**config.mk**
```make
export PLATFORM = sky130hd
export DESIGN_NAME = vbapb_bridge
export DESIGN_NICKNAME = d
export VERILOG_FILES = /design/src/rtl/vbapb_pkg.sv /design/src/rtl/vbapb_par_if.sv /design/src/rtl/vbapb_bridge.sv /design/src/rtl/vbapb_parity.sv
export SDC_FILE = /design/constraint.sdc
export NUM_CORES = 1
export LEC_CHECK = 0
export BUFFER_PORTS_ARGS = -buffer_cell sky130_fd_sc_hd__buf_2
export CAP_MARGIN = 20
export CORE_ASPECT_RATIO = 0.5
export CORE_MARGIN = 1.5
export CORE_UTILIZATION = 30
export DETAILED_ROUTE_END_ITERATION = 7
export GPL_ROUTABILITY_DRIVEN = 0
export PLACE_DENSITY = 0.5
export SYNTH_ARGS = -nofsm -noshare
export SYNTH_HDL_FRONTEND = slang
export SYNTH_SLANG_ARGS = --single-unit
```
**constraint.sdc**
```tcl
create_clock -name core_clk_in -period 19.7 [get_ports core_clk_in]
set_input_delay 3.94 -clock core_clk_in [delete_from_list [all_inputs] [get_ports core_clk_in]]
set_output_delay 3.94 -clock core_clk_in [all_outputs]
set_load 0.005 [all_outputs]
```
**src/rtl/vbapb_pkg.sv**
```systemverilog
package vbapb_pkg;
    // Control/status bit positions
    localparam int BIT_LOCAL_ONLY   = 0;
    localparam int BIT_REPORT_EN    = 1;
    localparam int BIT_GLOBAL_CHECK = 2;
    localparam int BIT_FORCE_BAD    = 3;
    localparam int BIT_FORCE_TARGET = 4;
    localparam int BIT_ADDR_FAULT   = 5;
    localparam int BIT_DATA_FAULT   = 6;
    localparam int BIT_ERROR_CLEAR  = 11;
    // Widths
    localparam int ADDR_W = 32;
    localparam int DATA_W = 32;
    localparam int AM_W   = 6;
    localparam int DATA_BYTES = 4;
    localparam int ADDR_BYTES = 4;
    // Switch-compared address bits: A31..A2
    localparam int SW_LSB = 2;
    // Reset values of writable bits: checks and reporting on, front end reachable
    localparam logic REPORT_EN_RST    = 1'b1;
    localparam logic GLOBAL_CHECK_RST = 1'b1;
    localparam logic LOCAL_ONLY_RST   = 1'b0;
    // Standard 24-bit address modifier codes (0x38 to 0x3F)
    localparam logic [5:0] AM_A24_MASK  = 6'h38;
    localparam logic [5:0] AM_A24_MATCH = 6'h38;
    // Standard 32-bit address modifier codes (0x0x)
    localparam logic [5:0] AM_A32_MATCH = 6'h08;
    // Block transfer modifiers have low two bits 2'b11
    localparam logic [1:0] AM_BLT_LOW   = 2'h3;
    localparam logic [31:0] ZERO_WORD   = 32'h0000_0000;
endpackage

```
**src/rtl/vbapb_par_if.sv**
```systemverilog
`timescale 1ns/10ps
// Parity generator/checker hookup for one 32-bit field
interface vbapb_par_if;
    logic [31:0] word;     // Field value
    logic [3:0]  par_gen;  // Odd parity per byte
    modport gen (input word, output par_gen);
    modport user (output word, input par_gen);
endinterface

```
**src/rtl/vbapb_bridge.sv**
```systemverilog
`timescale 1ns/10ps
// How it works
// - Odd parity per driven byte
// - Parity always over full 32 bits
// - Generate when driving, check when receiving
// - Error raises front-end interrupt, latched in register
// - Register selected by switch address match
// - Register answers A32/A24, D32/D16
// - Clear bit clears all error latches
// - Data fault latches first error only
// - Data checked at strobe/acknowledge when involved
// - Address fault latches first error only
// - Address checked each strobe, block first only
// - Force bit corrupts parity on chosen bus
// - Global check bit gates data checking
// - Report enable gates interrupt only
// - Local-only bit limits front-end access
// - Request 3 and grant chain passed through
// - Release request shown on request 2
// - Unused request lines held inactive
// - No read-modify-write to front end
module vbapb_bridge
(
    input  wire logic        core_clk_in,      // System clock
    input  wire logic        rst_in,           // Backplane reset, async high
    input  wire logic        clk_en_in,        // Freezes state while low
    input  wire logic [29:0] csr_switch_in,    // Switch packs, address A31..A2
    // Backplane side (pins)
    input  wire logic [31:0] bp_addr_in,       // Address lines
    input  wire logic [3:0]  bp_addr_par_in,   // Address parity
    input  wire logic [5:0]  bp_am_in,         // Address modifier
    input  wire logic        bp_am_par_in,     // Modifier parity
    input  wire logic [31:0] bp_data_in,       // Data lines
    input  wire logic [3:0]  bp_data_par_in,   // Data parity
    input  wire logic        bp_as_n_in,       // Address strobe
    input  wire logic        bp_ds_n_in,       // Data strobe
    input  wire logic        bp_write_n_in,    // Write low
    input  wire logic        bp_dtack_n_in,    // Acknowledge
    input  wire logic        bp_bg3_n_in,      // Grant chain in
    input  wire logic        bp_ror_n_in,      // Release requested by another
    // Attached board side
    input  wire logic [31:0] vb_addr_in,       // Board address
    input  wire logic [5:0]  vb_am_in,         // Board modifier
    input  wire logic [31:0] vb_data_in,       // Board write data
    input  wire logic        vb_drive_in,      // Board is master driving
    input  wire logic        vb_fe_target_in,  // Board targets front end
    input  wire logic        vb_rmw_in,        // Board cycle is read-modify-write
    input  wire logic        vb_br3_n_in,      // Board request level 3
    input  wire logic        vb_bg3out_n_in,   // Board passes grant on
    output logic [31:0]      bp_addr_out,      // Driven address
    output logic [3:0]       bp_addr_par_out,  // Driven address parity
    output logic [5:0]       bp_am_out,        // Driven modifier
    output logic             bp_am_par_out,    // Driven modifier parity
    output logic [31:0]      bp_data_out,      // Driven data / register read
    output logic [3:0]       bp_data_par_out,  // Driven data parity
    output logic             bp_data_oe_out,   // Data drive enable
    output logic             bp_dtack_oe_out,  // Register acknowledge
    output logic             bp_br3_oe_out,    // Backplane request pulled low
    output logic             bp_bg3out_n_out,  // Grant chain out
    output logic             vb_bg3in_n_out,   // Grant to board
    output logic             vb_br2_n_out,     // Release request to board
    output logic             vb_br01_n_out,    // Levels 0/1 held inactive
    output logic             vb_fe_allow_out,  // Front-end cycle permitted
    output logic             fe_irq17_out      // Front-end parity interrupt
);
    // Synchronised backplane pins (two stages each)
    logic [31:0] addr_s1, addr_s2;
    logic [3:0]  apar_s1, apar_s2;
    logic [5:0]  am_s1, am_s2;
    logic        ampar_s1, ampar_s2;
    logic [31:0] data_s1, data_s2;
    logic [3:0]  dpar_s1, dpar_s2;
    logic [5:0]  ctl_s1, ctl_s2;       // as, ds, wr, dtack, bg3, ror
    logic        as_d_reg, ds_d_reg, dt_d_reg; // Edge history
    // Register state
    logic        local_only_reg, report_en_reg, global_check_reg;
    logic        force_bad_reg, force_target_reg;
    logic        addr_fault_reg, data_fault_reg;
    logic        involved_reg;     // This board is party to current cycle
    logic        blt_seen_reg;     // First block address already checked
    logic        csr_hit_reg;      // Current cycle selects the register
    // Parity units
    vbapb_par_if rx_a_if ();
    vbapb_par_if rx_d_if ();
    vbapb_par_if tx_a_if ();
    vbapb_par_if tx_d_if ();
    vbapb_parity u_rx_a (.p(rx_a_if));
    vbapb_parity u_rx_d (.p(rx_d_if));
    vbapb_parity u_tx_a (.p(tx_a_if));
    vbapb_parity u_tx_d (.p(tx_d_if));

    // Modifier parity: odd over the six lines
    function automatic logic am_odd(input logic [5:0] am);
        am_odd = ~(^am);
    endfunction
    // 24-bit space recognised from the modifier
    function automatic logic am_is_a24(input logic [5:0] am);
        am_is_a24 = ((am & vbapb_pkg::AM_A24_MASK) == vbapb_pkg::AM_A24_MATCH);
    endfunction
    // Block transfer modifier
    function automatic logic am_is_blt(input logic [5:0] am);
        am_is_blt = (am[1:0] == vbapb_pkg::AM_BLT_LOW);
    endfunction

    // Strobes, decoded from the synchronised control group
    logic as_act, ds_act, wr, dt_act, as_rise, ds_rise, dt_rise;
    assign as_act  = ~ctl_s2[0];
    assign ds_act  = ~ctl_s2[1];
    assign wr      = ~ctl_s2[2];
    assign dt_act  = ~ctl_s2[3];
    assign as_rise = as_act & ~as_d_reg;
    assign ds_rise = ds_act & ~ds_d_reg;
    assign dt_rise = dt_act & ~dt_d_reg;

    assign rx_a_if.word = addr_s2;
    assign rx_d_if.word = data_s2;
    // full 32 bits even for A24/D16
    assign tx_a_if.word = vb_addr_in;
    assign tx_d_if.word = vb_data_in;

    // Address compare: A24 compares A23..A2 with the low 22 bits of the switches
    logic addr_match;
    always_comb
    begin
        if (am_is_a24(am_s2))
            addr_match = (addr_s2[23:vbapb_pkg::SW_LSB] == csr_switch_in[21:0]);
        else
            addr_match = (addr_s2[31:vbapb_pkg::SW_LSB] == csr_switch_in);
    end

    // Error detection on synchronised samples
    logic addr_err, data_err;
    always_comb
    begin
        // checked while strobe low, block runs first only
        addr_err = as_act && !blt_seen_reg
                   && ((rx_a_if.par_gen != apar_s2) || (am_odd(am_s2) != ampar_s2));
        // DS for writes, DTACK for reads, involved only
        data_err = involved_reg && global_check_reg
                   && ((wr && ds_rise) || (!wr && dt_rise))
                   && (rx_d_if.par_gen != dpar_s2);
    end

    // Pin synchronisers, two stages
    always_ff @(posedge core_clk_in or posedge rst_in)
    begin
        if (rst_in)
        begin
            addr_s1 <= '0; addr_s2 <= '0; apar_s1 <= '0; apar_s2 <= '0;
            am_s1 <= '0; am_s2 <= '0; ampar_s1 <= 1'b0; ampar_s2 <= 1'b0;
            data_s1 <= '0; data_s2 <= '0; dpar_s1 <= '0; dpar_s2 <= '0;
            ctl_s1 <= '1; ctl_s2 <= '1;
        end
        else if (clk_en_in)
        begin
            addr_s1 <= bp_addr_in;     addr_s2 <= addr_s1;
            apar_s1 <= bp_addr_par_in; apar_s2 <= apar_s1;
            am_s1 <= bp_am_in;         am_s2 <= am_s1;
            ampar_s1 <= bp_am_par_in;  ampar_s2 <= ampar_s1;
            data_s1 <= bp_data_in;     data_s2 <= data_s1;
            dpar_s1 <= bp_data_par_in; dpar_s2 <= dpar_s1;
            ctl_s1 <= {bp_ror_n_in, bp_bg3_n_in, bp_dtack_n_in,
                       bp_write_n_in, bp_ds_n_in, bp_as_n_in};
            ctl_s2 <= ctl_s1;
        end
    end

    // Strobe history and cycle tracking
    always_ff @(posedge core_clk_in or posedge rst_in)
    begin
        if (rst_in)
        begin
            as_d_reg <= 1'b0; ds_d_reg <= 1'b0; dt_d_reg <= 1'b0;
            involved_reg <= 1'b0; blt_seen_reg <= 1'b0; csr_hit_reg <= 1'b0;
        end
        else if (clk_en_in)
        begin
            as_d_reg <= as_act;
            ds_d_reg <= ds_act;
            dt_d_reg <= dt_act;
            if (!as_act)
            begin
                // Cycle ended: block run over
                blt_seen_reg <= 1'b0;
                involved_reg <= vb_drive_in;
                csr_hit_reg  <= 1'b0;
            end
            else if (as_rise)
            begin
                blt_seen_reg <= am_is_blt(am_s2);
                csr_hit_reg  <= addr_match;
                // Party to the transfer: we drive or we are addressed
                involved_reg <= vb_drive_in | addr_match;
            end
        end
    end

    // Control bits written by software
    always_ff @(posedge core_clk_in or posedge rst_in)
    begin
        if (rst_in)
        begin
            local_only_reg   <= vbapb_pkg::LOCAL_ONLY_RST;
            report_en_reg    <= vbapb_pkg::REPORT_EN_RST;
            global_check_reg <= vbapb_pkg::GLOBAL_CHECK_RST;
            force_bad_reg    <= 1'b0;
            force_target_reg <= 1'b0;
        end
        else if (clk_en_in && csr_hit_reg && wr && ds_rise)
        begin
            // D16 writes land in the low word, all bits live there
            local_only_reg   <= data_s2[vbapb_pkg::BIT_LOCAL_ONLY];
            report_en_reg    <= data_s2[vbapb_pkg::BIT_REPORT_EN];
            global_check_reg <= data_s2[vbapb_pkg::BIT_GLOBAL_CHECK];
            force_bad_reg    <= data_s2[vbapb_pkg::BIT_FORCE_BAD];
            force_target_reg <= data_s2[vbapb_pkg::BIT_FORCE_TARGET];
        end
    end

    // Error latches; a new error in the clear cycle is kept
    logic clr_pulse;
    assign clr_pulse = csr_hit_reg && wr && ds_rise
                       && data_s2[vbapb_pkg::BIT_ERROR_CLEAR];
    always_ff @(posedge core_clk_in or posedge rst_in)
    begin
        if (rst_in)
        begin
            addr_fault_reg <= 1'b0;
            data_fault_reg <= 1'b0;
        end
        else if (clk_en_in)
        begin
            // first address error, set beats clear
            if (addr_err)
                addr_fault_reg <= 1'b1;
            else if (clr_pulse)
                addr_fault_reg <= 1'b0;
            // first data error, set beats clear
            if (data_err)
                data_fault_reg <= 1'b1;
            else if (clr_pulse)
                data_fault_reg <= 1'b0;
        end
    end

    // Register read image
    logic [31:0] csr_image;
    always_comb
    begin
        // unused bits and clear bit read zero
        csr_image = vbapb_pkg::ZERO_WORD;
        csr_image[vbapb_pkg::BIT_LOCAL_ONLY]   = local_only_reg;
        csr_image[vbapb_pkg::BIT_REPORT_EN]    = report_en_reg;
        csr_image[vbapb_pkg::BIT_GLOBAL_CHECK] = global_check_reg;
        csr_image[vbapb_pkg::BIT_FORCE_BAD]    = force_bad_reg;
        csr_image[vbapb_pkg::BIT_FORCE_TARGET] = force_target_reg;
        csr_image[vbapb_pkg::BIT_ADDR_FAULT]   = addr_fault_reg;
        csr_image[vbapb_pkg::BIT_DATA_FAULT]   = data_fault_reg;
    end

    // Backplane drive with parity, register read-back and acknowledge
    always_ff @(posedge core_clk_in or posedge rst_in)
    begin
        if (rst_in)
        begin
            bp_addr_out <= '0; bp_addr_par_out <= '0; bp_am_out <= '0;
            bp_am_par_out <= 1'b0; bp_data_out <= '0; bp_data_par_out <= '0;
            bp_data_oe_out <= 1'b0; bp_dtack_oe_out <= 1'b0;
        end
        else if (clk_en_in)
        begin
            bp_addr_out <= vb_addr_in;
            bp_am_out   <= vb_am_in;
            // odd byte parity; inverted on address side when forced with target zero
            bp_addr_par_out <= tx_a_if.par_gen
                               ^ {4{force_bad_reg & ~force_target_reg}};
            bp_am_par_out   <= am_odd(vb_am_in) ^ (force_bad_reg & ~force_target_reg);
            bp_dtack_oe_out <= csr_hit_reg && ds_act;
            if (csr_hit_reg && !wr && ds_act)
            begin
                // Register read: our own data, our own parity
                bp_data_out     <= csr_image;
                bp_data_par_out <= {4{force_bad_reg & force_target_reg}}
                                   ^ {~(^csr_image[31:24]), ~(^csr_image[23:16]),
                                      ~(^csr_image[15:8]), ~(^csr_image[7:0])};
                bp_data_oe_out  <= 1'b1;
            end
            else
            begin
                // data side inversion when target is one
                bp_data_out     <= vb_data_in;
                bp_data_par_out <= tx_d_if.par_gen ^ {4{force_bad_reg & force_target_reg}};
                bp_data_oe_out  <= vb_drive_in;
            end
        end
    end

    // Arbitration pass-through and front-end gating
    always_ff @(posedge core_clk_in or posedge rst_in)
    begin
        if (rst_in)
        begin
            bp_br3_oe_out <= 1'b0; bp_bg3out_n_out <= 1'b1; vb_bg3in_n_out <= 1'b1;
            vb_br2_n_out <= 1'b1; vb_br01_n_out <= 1'b1; vb_fe_allow_out <= 1'b0;
            fe_irq17_out <= 1'b0;
        end
        else if (clk_en_in)
        begin
            // level 3 only, passed straight from the board request
            bp_br3_oe_out   <= ~vb_br3_n_in;
            vb_bg3in_n_out  <= ctl_s2[4];
            bp_bg3out_n_out <= vb_bg3out_n_in;
            vb_br2_n_out    <= ctl_s2[5];
            // levels 0 and 1 held inactive
            vb_br01_n_out   <= 1'b1;
            // front end only when allowed, never RMW
            vb_fe_allow_out <= vb_fe_target_in && !local_only_reg && !vb_rmw_in;
            // front-end interrupt, gated by report enable
            fe_irq17_out    <= report_en_reg && (addr_fault_reg || data_fault_reg);
        end
    end
endmodule

```
**src/rtl/vbapb_parity.sv**
```systemverilog
`timescale 1ns/10ps
// Odd parity per byte of a 32-bit field
module vbapb_parity
(
    vbapb_par_if.gen p
);
    genvar g;
    // One bit per byte, full width even for A24/D16
    generate
        for (g = 0; g < vbapb_pkg::DATA_BYTES; g = g + 1)
        begin : g_byte
            assign p.par_gen[g] = ~(^p.word[8*g +: 8]);
        end
    endgenerate
endmodule

```
After elaboration in Yosys (flattened, before gate mapping)
Cells that the tools add are included.
{ "op_classes": {"eq_ne": 7, "muxes": 13, "n_bitwise": 38, "n_reduce_logical": 50} }
{ "op_table": {"columns": ["cell", "n"], "rows": [
  ["$reduce_xor 8->1", 17],
  ["$mux 32", 1],
  ["$eq 30x30->1", 1],
  ["$not 1->1", 28],
  ["$eq 22x22->1", 1],
  ["$logic_and 1x1->1", 19],
  ["$reduce_xor 6->1", 2],
  ["$xor 4x4->4", 3],
  ["$mux 1", 11],
  ["$ne 4x4->1", 2],
  ["$reduce_and 2->1", 3],
  ["$reduce_bool 2->1", 3],
  ["$and 1x1->1", 5],
  ["$mux 4", 1],
  ["$eq 3x3->1 const B", 1],
  ["$logic_not 1->1", 3],
  ["$logic_or 1x1->1", 3],
  ["$eq 2x2->1 const B", 1],
  ["$ne 1x1->1", 1],
  ["$or 1x1->1", 1],
  ["$xor 1x1->1", 1]
]} }
{ "word_totals": {"register_bits": 270, "input_bits": 193, "output_inout_bits": 88, "word_cells": 149} }

Depth between registers and ports, before layout
Gate-level depths: netlist of the first run.
{ "logic_depth": {"depth_word": 8, "depth_mapped": 7, "mapped_depth_nobuf": 7} }

Hierarchy
Synthesis of the first run repeated with hierarchy kept, for this count alone.
{ "hier_totals": {"cells_unflattened": 884, "area_unflattened_um2": 11871.4} }
{ "by_module_without_submodules": {"columns": ["mod", "n_inst", "cells_per_inst", "area_per_inst_um2", "seq_area_each_um2"], "rows": [
  ["vbapb_bridge", 1, 772, 10890.4, 6777.8],
  ["vbapb_parity", 4, 28, 245.2, 0.0]
]} }

Least setup slack after synthesis of the first run
Ideal clock, no wire load.
{ "synth_path": {"kind": "input to register", "from": "input clk_en_in", "to": "register addr_s1[31]", "setup_time_ns": 0.125, "arrival_time_ns": 4.976, "t_required_ns": 19.575, "path_slack_ns": 14.599, "stages": 4, "n_path_buf": 3, "path_cell_list": "clkbuf_1 -> clkbuf_1 -> buf_2 -> mux2_2"} }
{ "synth_rtl": {"columns": ["element", "line", "text"], "rows": [
  ["start: declaration", "vbapb_bridge.sv:26", "input wire logic clk_en_in,"],
  ["end signal: assignment", "vbapb_bridge.sv:156", "addr_s1 <= bp_addr_in; addr_s2 <= addr_s1;"],
  ["end: declaration", "vbapb_bridge.sv:67", "logic [31:0] addr_s1, addr_s2;"]
]} }
No word-level cell between the ends.

Worst setup path in the final report of the first run
{ "layout_path": {"from": "input clk_en_in", "to": "register bp_data_par_out[1]"} }
{ "layout_rtl": {"columns": ["element", "line", "text"], "rows": [
  ["end signal: assignment", "vbapb_bridge.sv:283", "bp_data_par_out <= {4{force_bad_reg & force_target_reg}}"],
  ["end signal: assignment", "vbapb_bridge.sv:292", "bp_data_par_out <= tx_d_if.par_gen ^ {4{force_bad_reg & force_target_reg}};"],
  ["end: declaration", "vbapb_bridge.sv:55", "output logic [3:0] bp_data_par_out,"]
]} }
No word-level cell between the ends.

==> results.py, run 1 <==
metrics = {
    "outcome": {
        "outcome": "complete, no violations",
    },
    "floorplanning": {
        "dieArea_sq_um": 40860,
        "pin_count": 281,
        "row_count": 51,
        "coreArea_sq_um": 38920,
        "dieWidth_um": 284.4,
        "die_h_um": 143.7,
        "start_util_pct": 30.51,
    },
    "cts": {
        "root_buffer": "clkbuf_16",
        "cts_buffers": 27,
        "cts_resized": 0,
        "tritoncts": "yes",
        "ctsHtreeMaxLevel": 1,
        "cts_sinks": 270,
        "clock_latency_ps": 540,
        "clkTransAtPathRegs_ps": 70,
        "cts_hold_buf": 0,
        "clk_path_buf_depth": 3,
        "cts_setup_buffers": 0,
    },
    "pwr": {
        "powerDensity_nw_per_um2": 99.60,
        "finalPower_mw": 1.465,
        "vdd_drop_max_v": 0.00005799,
        "p_leak_nw": 6.563,
    },
    "synth": {
        "syn_area_per_cell_sq_um": 13.62,
        "synth_cell_types": 34,
        "yosys_warnings": 0,
        "synth_edf_count": 0,
        "ys_seq_area_share_pct": 57.08,
        "synth-async-reset-ratio_pct": 100.0,
        "syn_nets": 1066,
        "synth_area_sq_um": 11880,
        "synth_cells": 872,
        "synth_seq_cells": 270,
        "ys_dominant_reg_cell": "dfrtp_1",
    },
    "worst_setup_path": {
        "path_class": "primary input to flop",
        "worstReg2RegEnd": "involved_reg",
        "worst_setup_path_end_kind": "flop",
        "reg2reg_depth": 6,
        "worstPathRequired_ps": 20120,
        "r2r_start": "addr_s2[19]",
        "arrival_ps": 6080,
        "crit_path_max_fanout": 139,
        "startpoint_type": "primary input",
        "r2r_setup_slack_ps": 17600,
    },
    "hold_path": {
        "min_to": "addr_s1[22]",
        "min-delay-start": "addr_s1[22]",
        "min_path_cells": 1,
        "hp-class": "flop to flop",
    },
    "global_route": {
        "grt_usage_pct": 13.05,
        "grt_overflow": 0,
        "grt_max_degree": 140,
        "antenna_found_initial": 2,
        "grt_pass1_wl_mm": 41.99,
        "grt_pass1_vias": 7565,
    },
    "drt": {
        "avgViaCountPerCell": 4.315,
        "ant_nets": 0,
        "wl_per_cell_um": 16.21,
        "post-route-drc-count": 0,
        "routed_wl_mm": 27.55,
        "dr.pass1.iters": 4,
        "drt-initial-drc-count": 295,
        "num_vias": 7331,
    },
    "sta": {
        "final_hold_viol_count": 0,
        "maxSlewHeadroom_pct": 28.91,
        "max_freq_ghz": 0.1769,
        "rsz0062_at_grt": "false",
        "tns_ps": 0,
        "fin_crit_ps": 5653,
        "tightest_slew_ps": 1066,
        "slew_viol_final": 0,
        "setup_violations": 0,
        "finalCritPeriodShare_pct": 28.70,
        "fin_skew_ps": 6.295,
    },
    "layout": {
        "nFillCells": 3823,
        "drive_gt1_share_pct": 48.33,
        "nNetsFinal": 1341,
        "register_area_sq_um": 6778,
        "multi_input_area_sq_um": 4795,
        "syn2layout_area_growth_pct": 23.90,
    },
    "place": {
        "dp.final_hpwl_mm": 19.80,
        "numPortBuffers": 279,
    },
    "flow_run": {
        "max_cap_violations": 0,
    },
}
## how the worst max path moves through the flow
stage / startpoint / endpoint / slack (ps) / cells past startpoint
6_report: clk_en_in / bp_data_par_out[1] / 14050 / 3
2_1_floorplan: rst_in / addr_fault_reg / 8350 / 1
5_1_grt: clk_en_in / addr_s2[14] / 13900 / 3
3_5_place_dp: clk_en_in / bp_data_par_out[1] / 13510 / 3
4_1_cts: clk_en_in / bp_data_par_out[1] / 14100 / 3
3_3_place_gp: clk_en_in / bp_am_out[2] / 13570 / 3
## per-stage QoR
| step | std cells | hold WS (ps) | util (%) | setup slack [ps] | area, sq um |
|---|---|---|---|---|---|
| final | 1699 | 485.7 | 37.80 | 14050 | 14710 |
| after CTS | 1696 | 490.2 | 37.71 | 14100 | 14680 |
| after global placement | 1647 | 464.4 | 35.48 | 13570 | 13810 |
| after detailed placement | 1647 | 474.3 | 35.48 | 13510 | 13810 |
| after global routing | 1698 | 502.2 | 37.79 | 13900 | 14710 |
| after floorplan | 872 | 452.2 | - | 8349 | 11880 |
## cell usage after synthesis (2+ instances only)
cell	number	area, sq um
nor2_1	17	63.81
mux2_1	8	90.09
buf_2	23	115.1
xor2_1	44	385.4
inv_1	33	123.9
nand2b_1	2	12.51
clkbuf_1	15	56.30
dfstp_2	17	446.7
mux2_2	215	2421
mux2i_1	11	110.1
xnor2_1	129	1130
nand3_1	27	135.1
dfrtp_1	253	6331
nand4_1	4	25.02
nand2_1	6	22.52
nor3_1	3	15.01
o21ai_1	24	120.1
o21ai_0	4	20.02
nor4_1	6	37.54
a21oi_1	17	85.08
## metal layers
metal / vias up / part of all wire, % / global-route usage, %
met5: - / 0 / 0
met2: 77 / 53 / 23.23
li1: 3521 / - / -
met1: 3684 / 42 / 16.16
met3: 49 / 3.2 / 2.698
met4: 0 / 2.6 / 3.499
## report_power, final
group	switching, mW	internal [mW]	total (mW)
Clock	0.220	0.291	0.511
Combinational	0.127	0.157	0.285
Sequential	0.0444	0.625	0.670
Total	0.391	1.07	1.47
## final cells by class
type	instances	area share (%)
clock buffer	39	5.375
multi-input combinational	530	32.59
sequential	270	46.07
tap	530	4.507
antenna	2	0.03402
inverter	33	0.8929
clock inverter	10	0.5358
timing repair buffer	285	10.00
## worst max-delay path, stage by stage
cell,delay [ps]
buf_8,550
buf_4,910
mux2_2,420
## cell families after synthesis
kind of cell	count (synthesis)	synth area share [%]
and+or+nand+nor	70	2.992
xor gates and xnor gates	174	12.95
AOI/OAI and AO/OA	50	2.223
other	1	0.03158
buffers and inverters	72	2.550
muxes	234	22.07
adders and majority gates	1	0.1053
DFF	270	57.08
## cell usage in the layout (no fill, tap or decap), types with 7 or more instances in the layout
master / Yosys / layout
dfstp_2: 17 / 17
o21ai_1: 24 / 24
mux2_2: 215 / 215
mux2_1: 8 / 8
nor2_1: 17 / 17
xnor2_1: 129 / 129
xor2_1: 44 / 44
nand3_1: 27 / 27
mux2i_1: 11 / 11
clkbuf_8: 0 / 7
inv_1: 33 / 32
buf_2: 23 / 278
a21oi_1: 17 / 17
clkinv_2: 0 / 8
dfrtp_1: 253 / 253
clkbuf_16: 0 / 27
No activity file was read; power rests on OpenSTA's default activity.
==> run 2, diff against run 1 <==
Settings changed: PLACE_DENSITY 0.5 to 0.51.
Clock period 19.7 ns to 5 ns, I/O delays scaled along.
==> run 2 against run 1 <==
Net effect: routed wire length rose by 0.61%; die area did not move; non-clock buffer count rose by 2; final cell count rose by 0.29%; sequential cell count did not move; clock skew rose by 2.3 ps.
==> results.py, run 2 (synthesis results as in run 1) <==
metrics = {
    "drt": {
        "post-route-drc-count": 0,
        "avgViaCountPerCell": 4.326,
        "wl_per_cell_um": 16.26,
        "num_vias": 7371,
        "ant_nets": 0,
        "routed_wl_mm": 27.71,
        "dr.pass1.iters": 6,
        "drt-initial-drc-count": 253,
    },
    "layout": {
        "syn2layout_area_growth_pct": 25.66,
        "final_common_cell": "buf_2",
        "nNetsFinal": 1344,
        "fin_area_sq_um": 14920,
        "register_area_sq_um": 6778,
        "final_cell_mix": "buf_2 (278), dfrtp_1 (253), mux2_2 (215)",
        "multi_input_area_sq_um": 4795,
        "nFillCells": 3778,
        "drive_gt1_share_pct": 48.89,
    },
    "worst_setup_path": {
        "path_class": "primary input to flop",
        "arrival_ps": 2700,
        "slowest_delay_ps": 740,
        "r2r_setup_slack_ps": 3040,
        "startpoint_type": "primary input",
        "reg2reg_depth": 6,
        "worst_setup_path_end_kind": "flop",
        "crit_buf_inv": 2,
        "worstReg2RegEnd": "involved_reg",
        "cp_top_family": "buffers and inverters",
        "crit_path_max_fanout": 158,
        "crit_path_top_delay_cell": "buf_8",
        "worstPathRequired_ps": 5420,
        "crit_path_cell_trace": "buf_8 > buf_4 > mux2_2",
        "r2r_start": "addr_s2[8]",
    },
    "pwr": {
        "vdd_drop_max_v": 0.0001883,
        "p_leak_nw": 6.656,
        "powerDensity_nw_per_um2": 408.5,
    },
    "floorplanning": {
        "start_util_pct": 30.51,
        "dieArea_sq_um": 40860,
        "row_count": 51,
        "pin_count": 281,
        "dieWidth_um": 284.4,
        "die_h_um": 143.7,
        "coreArea_sq_um": 38920,
    },
    "global_route": {
        "grt_max_degree": 159,
        "antenna_found_initial": 2,
        "grt_pass1_vias": 7898,
        "grt_overflow": 0,
        "grt_usage_pct": 13.44,
        "grt_pass1_wl_mm": 43.62,
    },
    "cts": {
        "clkTransAtPathRegs_ps": 60,
        "cts_buffers": 28,
        "tritoncts": "yes",
        "cts_resized": 0,
        "clk_path_buf_depth": 3,
        "root_buffer": "clkbuf_16",
        "cts_sinks": 270,
        "cts_setup_buffers": 0,
        "cts_hold_buf": 0,
        "clock_latency_ps": 540,
        "ctsHtreeMaxLevel": 1,
    },
    "hold_path": {
        "min_to": "addr_s1[21]",
        "hp-class": "flop to flop",
        "min_path_cells": 1,
        "min-delay-start": "addr_s1[21]",
    },
    "sta": {
        "fin_crit_ps": 2278,
        "tightest_slew_ps": 1109,
        "finalCritPeriodShare_pct": 45.55,
        "fin_skew_ps": 8.554,
        "rsz0062_at_grt": "false",
        "hold_ws_ps": 481.1,
        "setup_violations": 0,
        "slew_viol_final": 0,
        "final_hold_viol_count": 0,
        "tns_ps": 0,
        "maxSlewHeadroom_pct": 26.10,
        "max_freq_ghz": 0.4390,
    },
    "place": {
        "dpl_cell_area_sq_um": 13870,
        "numPortBuffers": 279,
        "dp.final_hpwl_mm": 20.11,
    },
    "outcome": {
        "outcome": "complete, no violations",
    },
    "flow_run": {
        "max_cap_violations": 0,
    },
}
run 2: where the power goes:
group / internal (mW) / switching [mW] / leakage, nW / total [mW]
logic: 0.622 / 0.497 / 2.98 / 1.12
registers: 2.46 / 0.176 / 3.16 / 2.64
clock network: 1.45 / 0.891 / 0.522 / 2.34
run 2: worst max-delay path by stage:
stage                      startpoint               to  slack (ps)  depth (start not counted)
detailed placement          clk_en_in  bp_addr_out[18]        2180                          3
finish                      clk_en_in      data_s2[29]        2720                          3
CTS                         clk_en_in  bp_addr_out[18]        2770                          3
floorplan                      rst_in   addr_fault_reg         450                          1
global route                clk_en_in   data_fault_reg        2620                          4
global placement    csr_switch_in[17]     involved_reg        2220                          7
run 2: through the flow:
step | std cells | utilization [%] | total power, mW | setup slack [ps]
detailed placement | 1650 | 35.63 | 3.831 | 2185
CTS | 1702 | 38.32 | 6.229 | 2772
floorplan | 872 | - | 3.428 | 446.4
finish | 1704 | 38.33 | 6.096 | 2722
global route | 1703 | 38.33 | 6.450 | 2618
global placement | 1650 | 35.63 | 3.801 | 2220
run 2: area by class of cell:
cell class	instances	share of cell area, %
Timing Repair Buffer	287	10.08
Multi-Input combinational cell	530	32.13
Tap cell	530	4.444
Sequential cell	270	45.42
Clock buffer	39	5.719
Antenna cell	2	0.03354
Clock inverter	13	1.316
Inverter	33	0.8553
run 2: routing by layer:
layer  part of all wire, %  wire length [um]  vias to the layer above  global-route usage [%]
met3                   2.8               771                       53                   2.619
li1                      -                 -                     3526                       -
met1                    43             11780                     3707                   16.82
met2                    52             14300                       83                   23.59
met4                   3.1               851                        2                   4.171
met5                 0.047                13                        -                       0
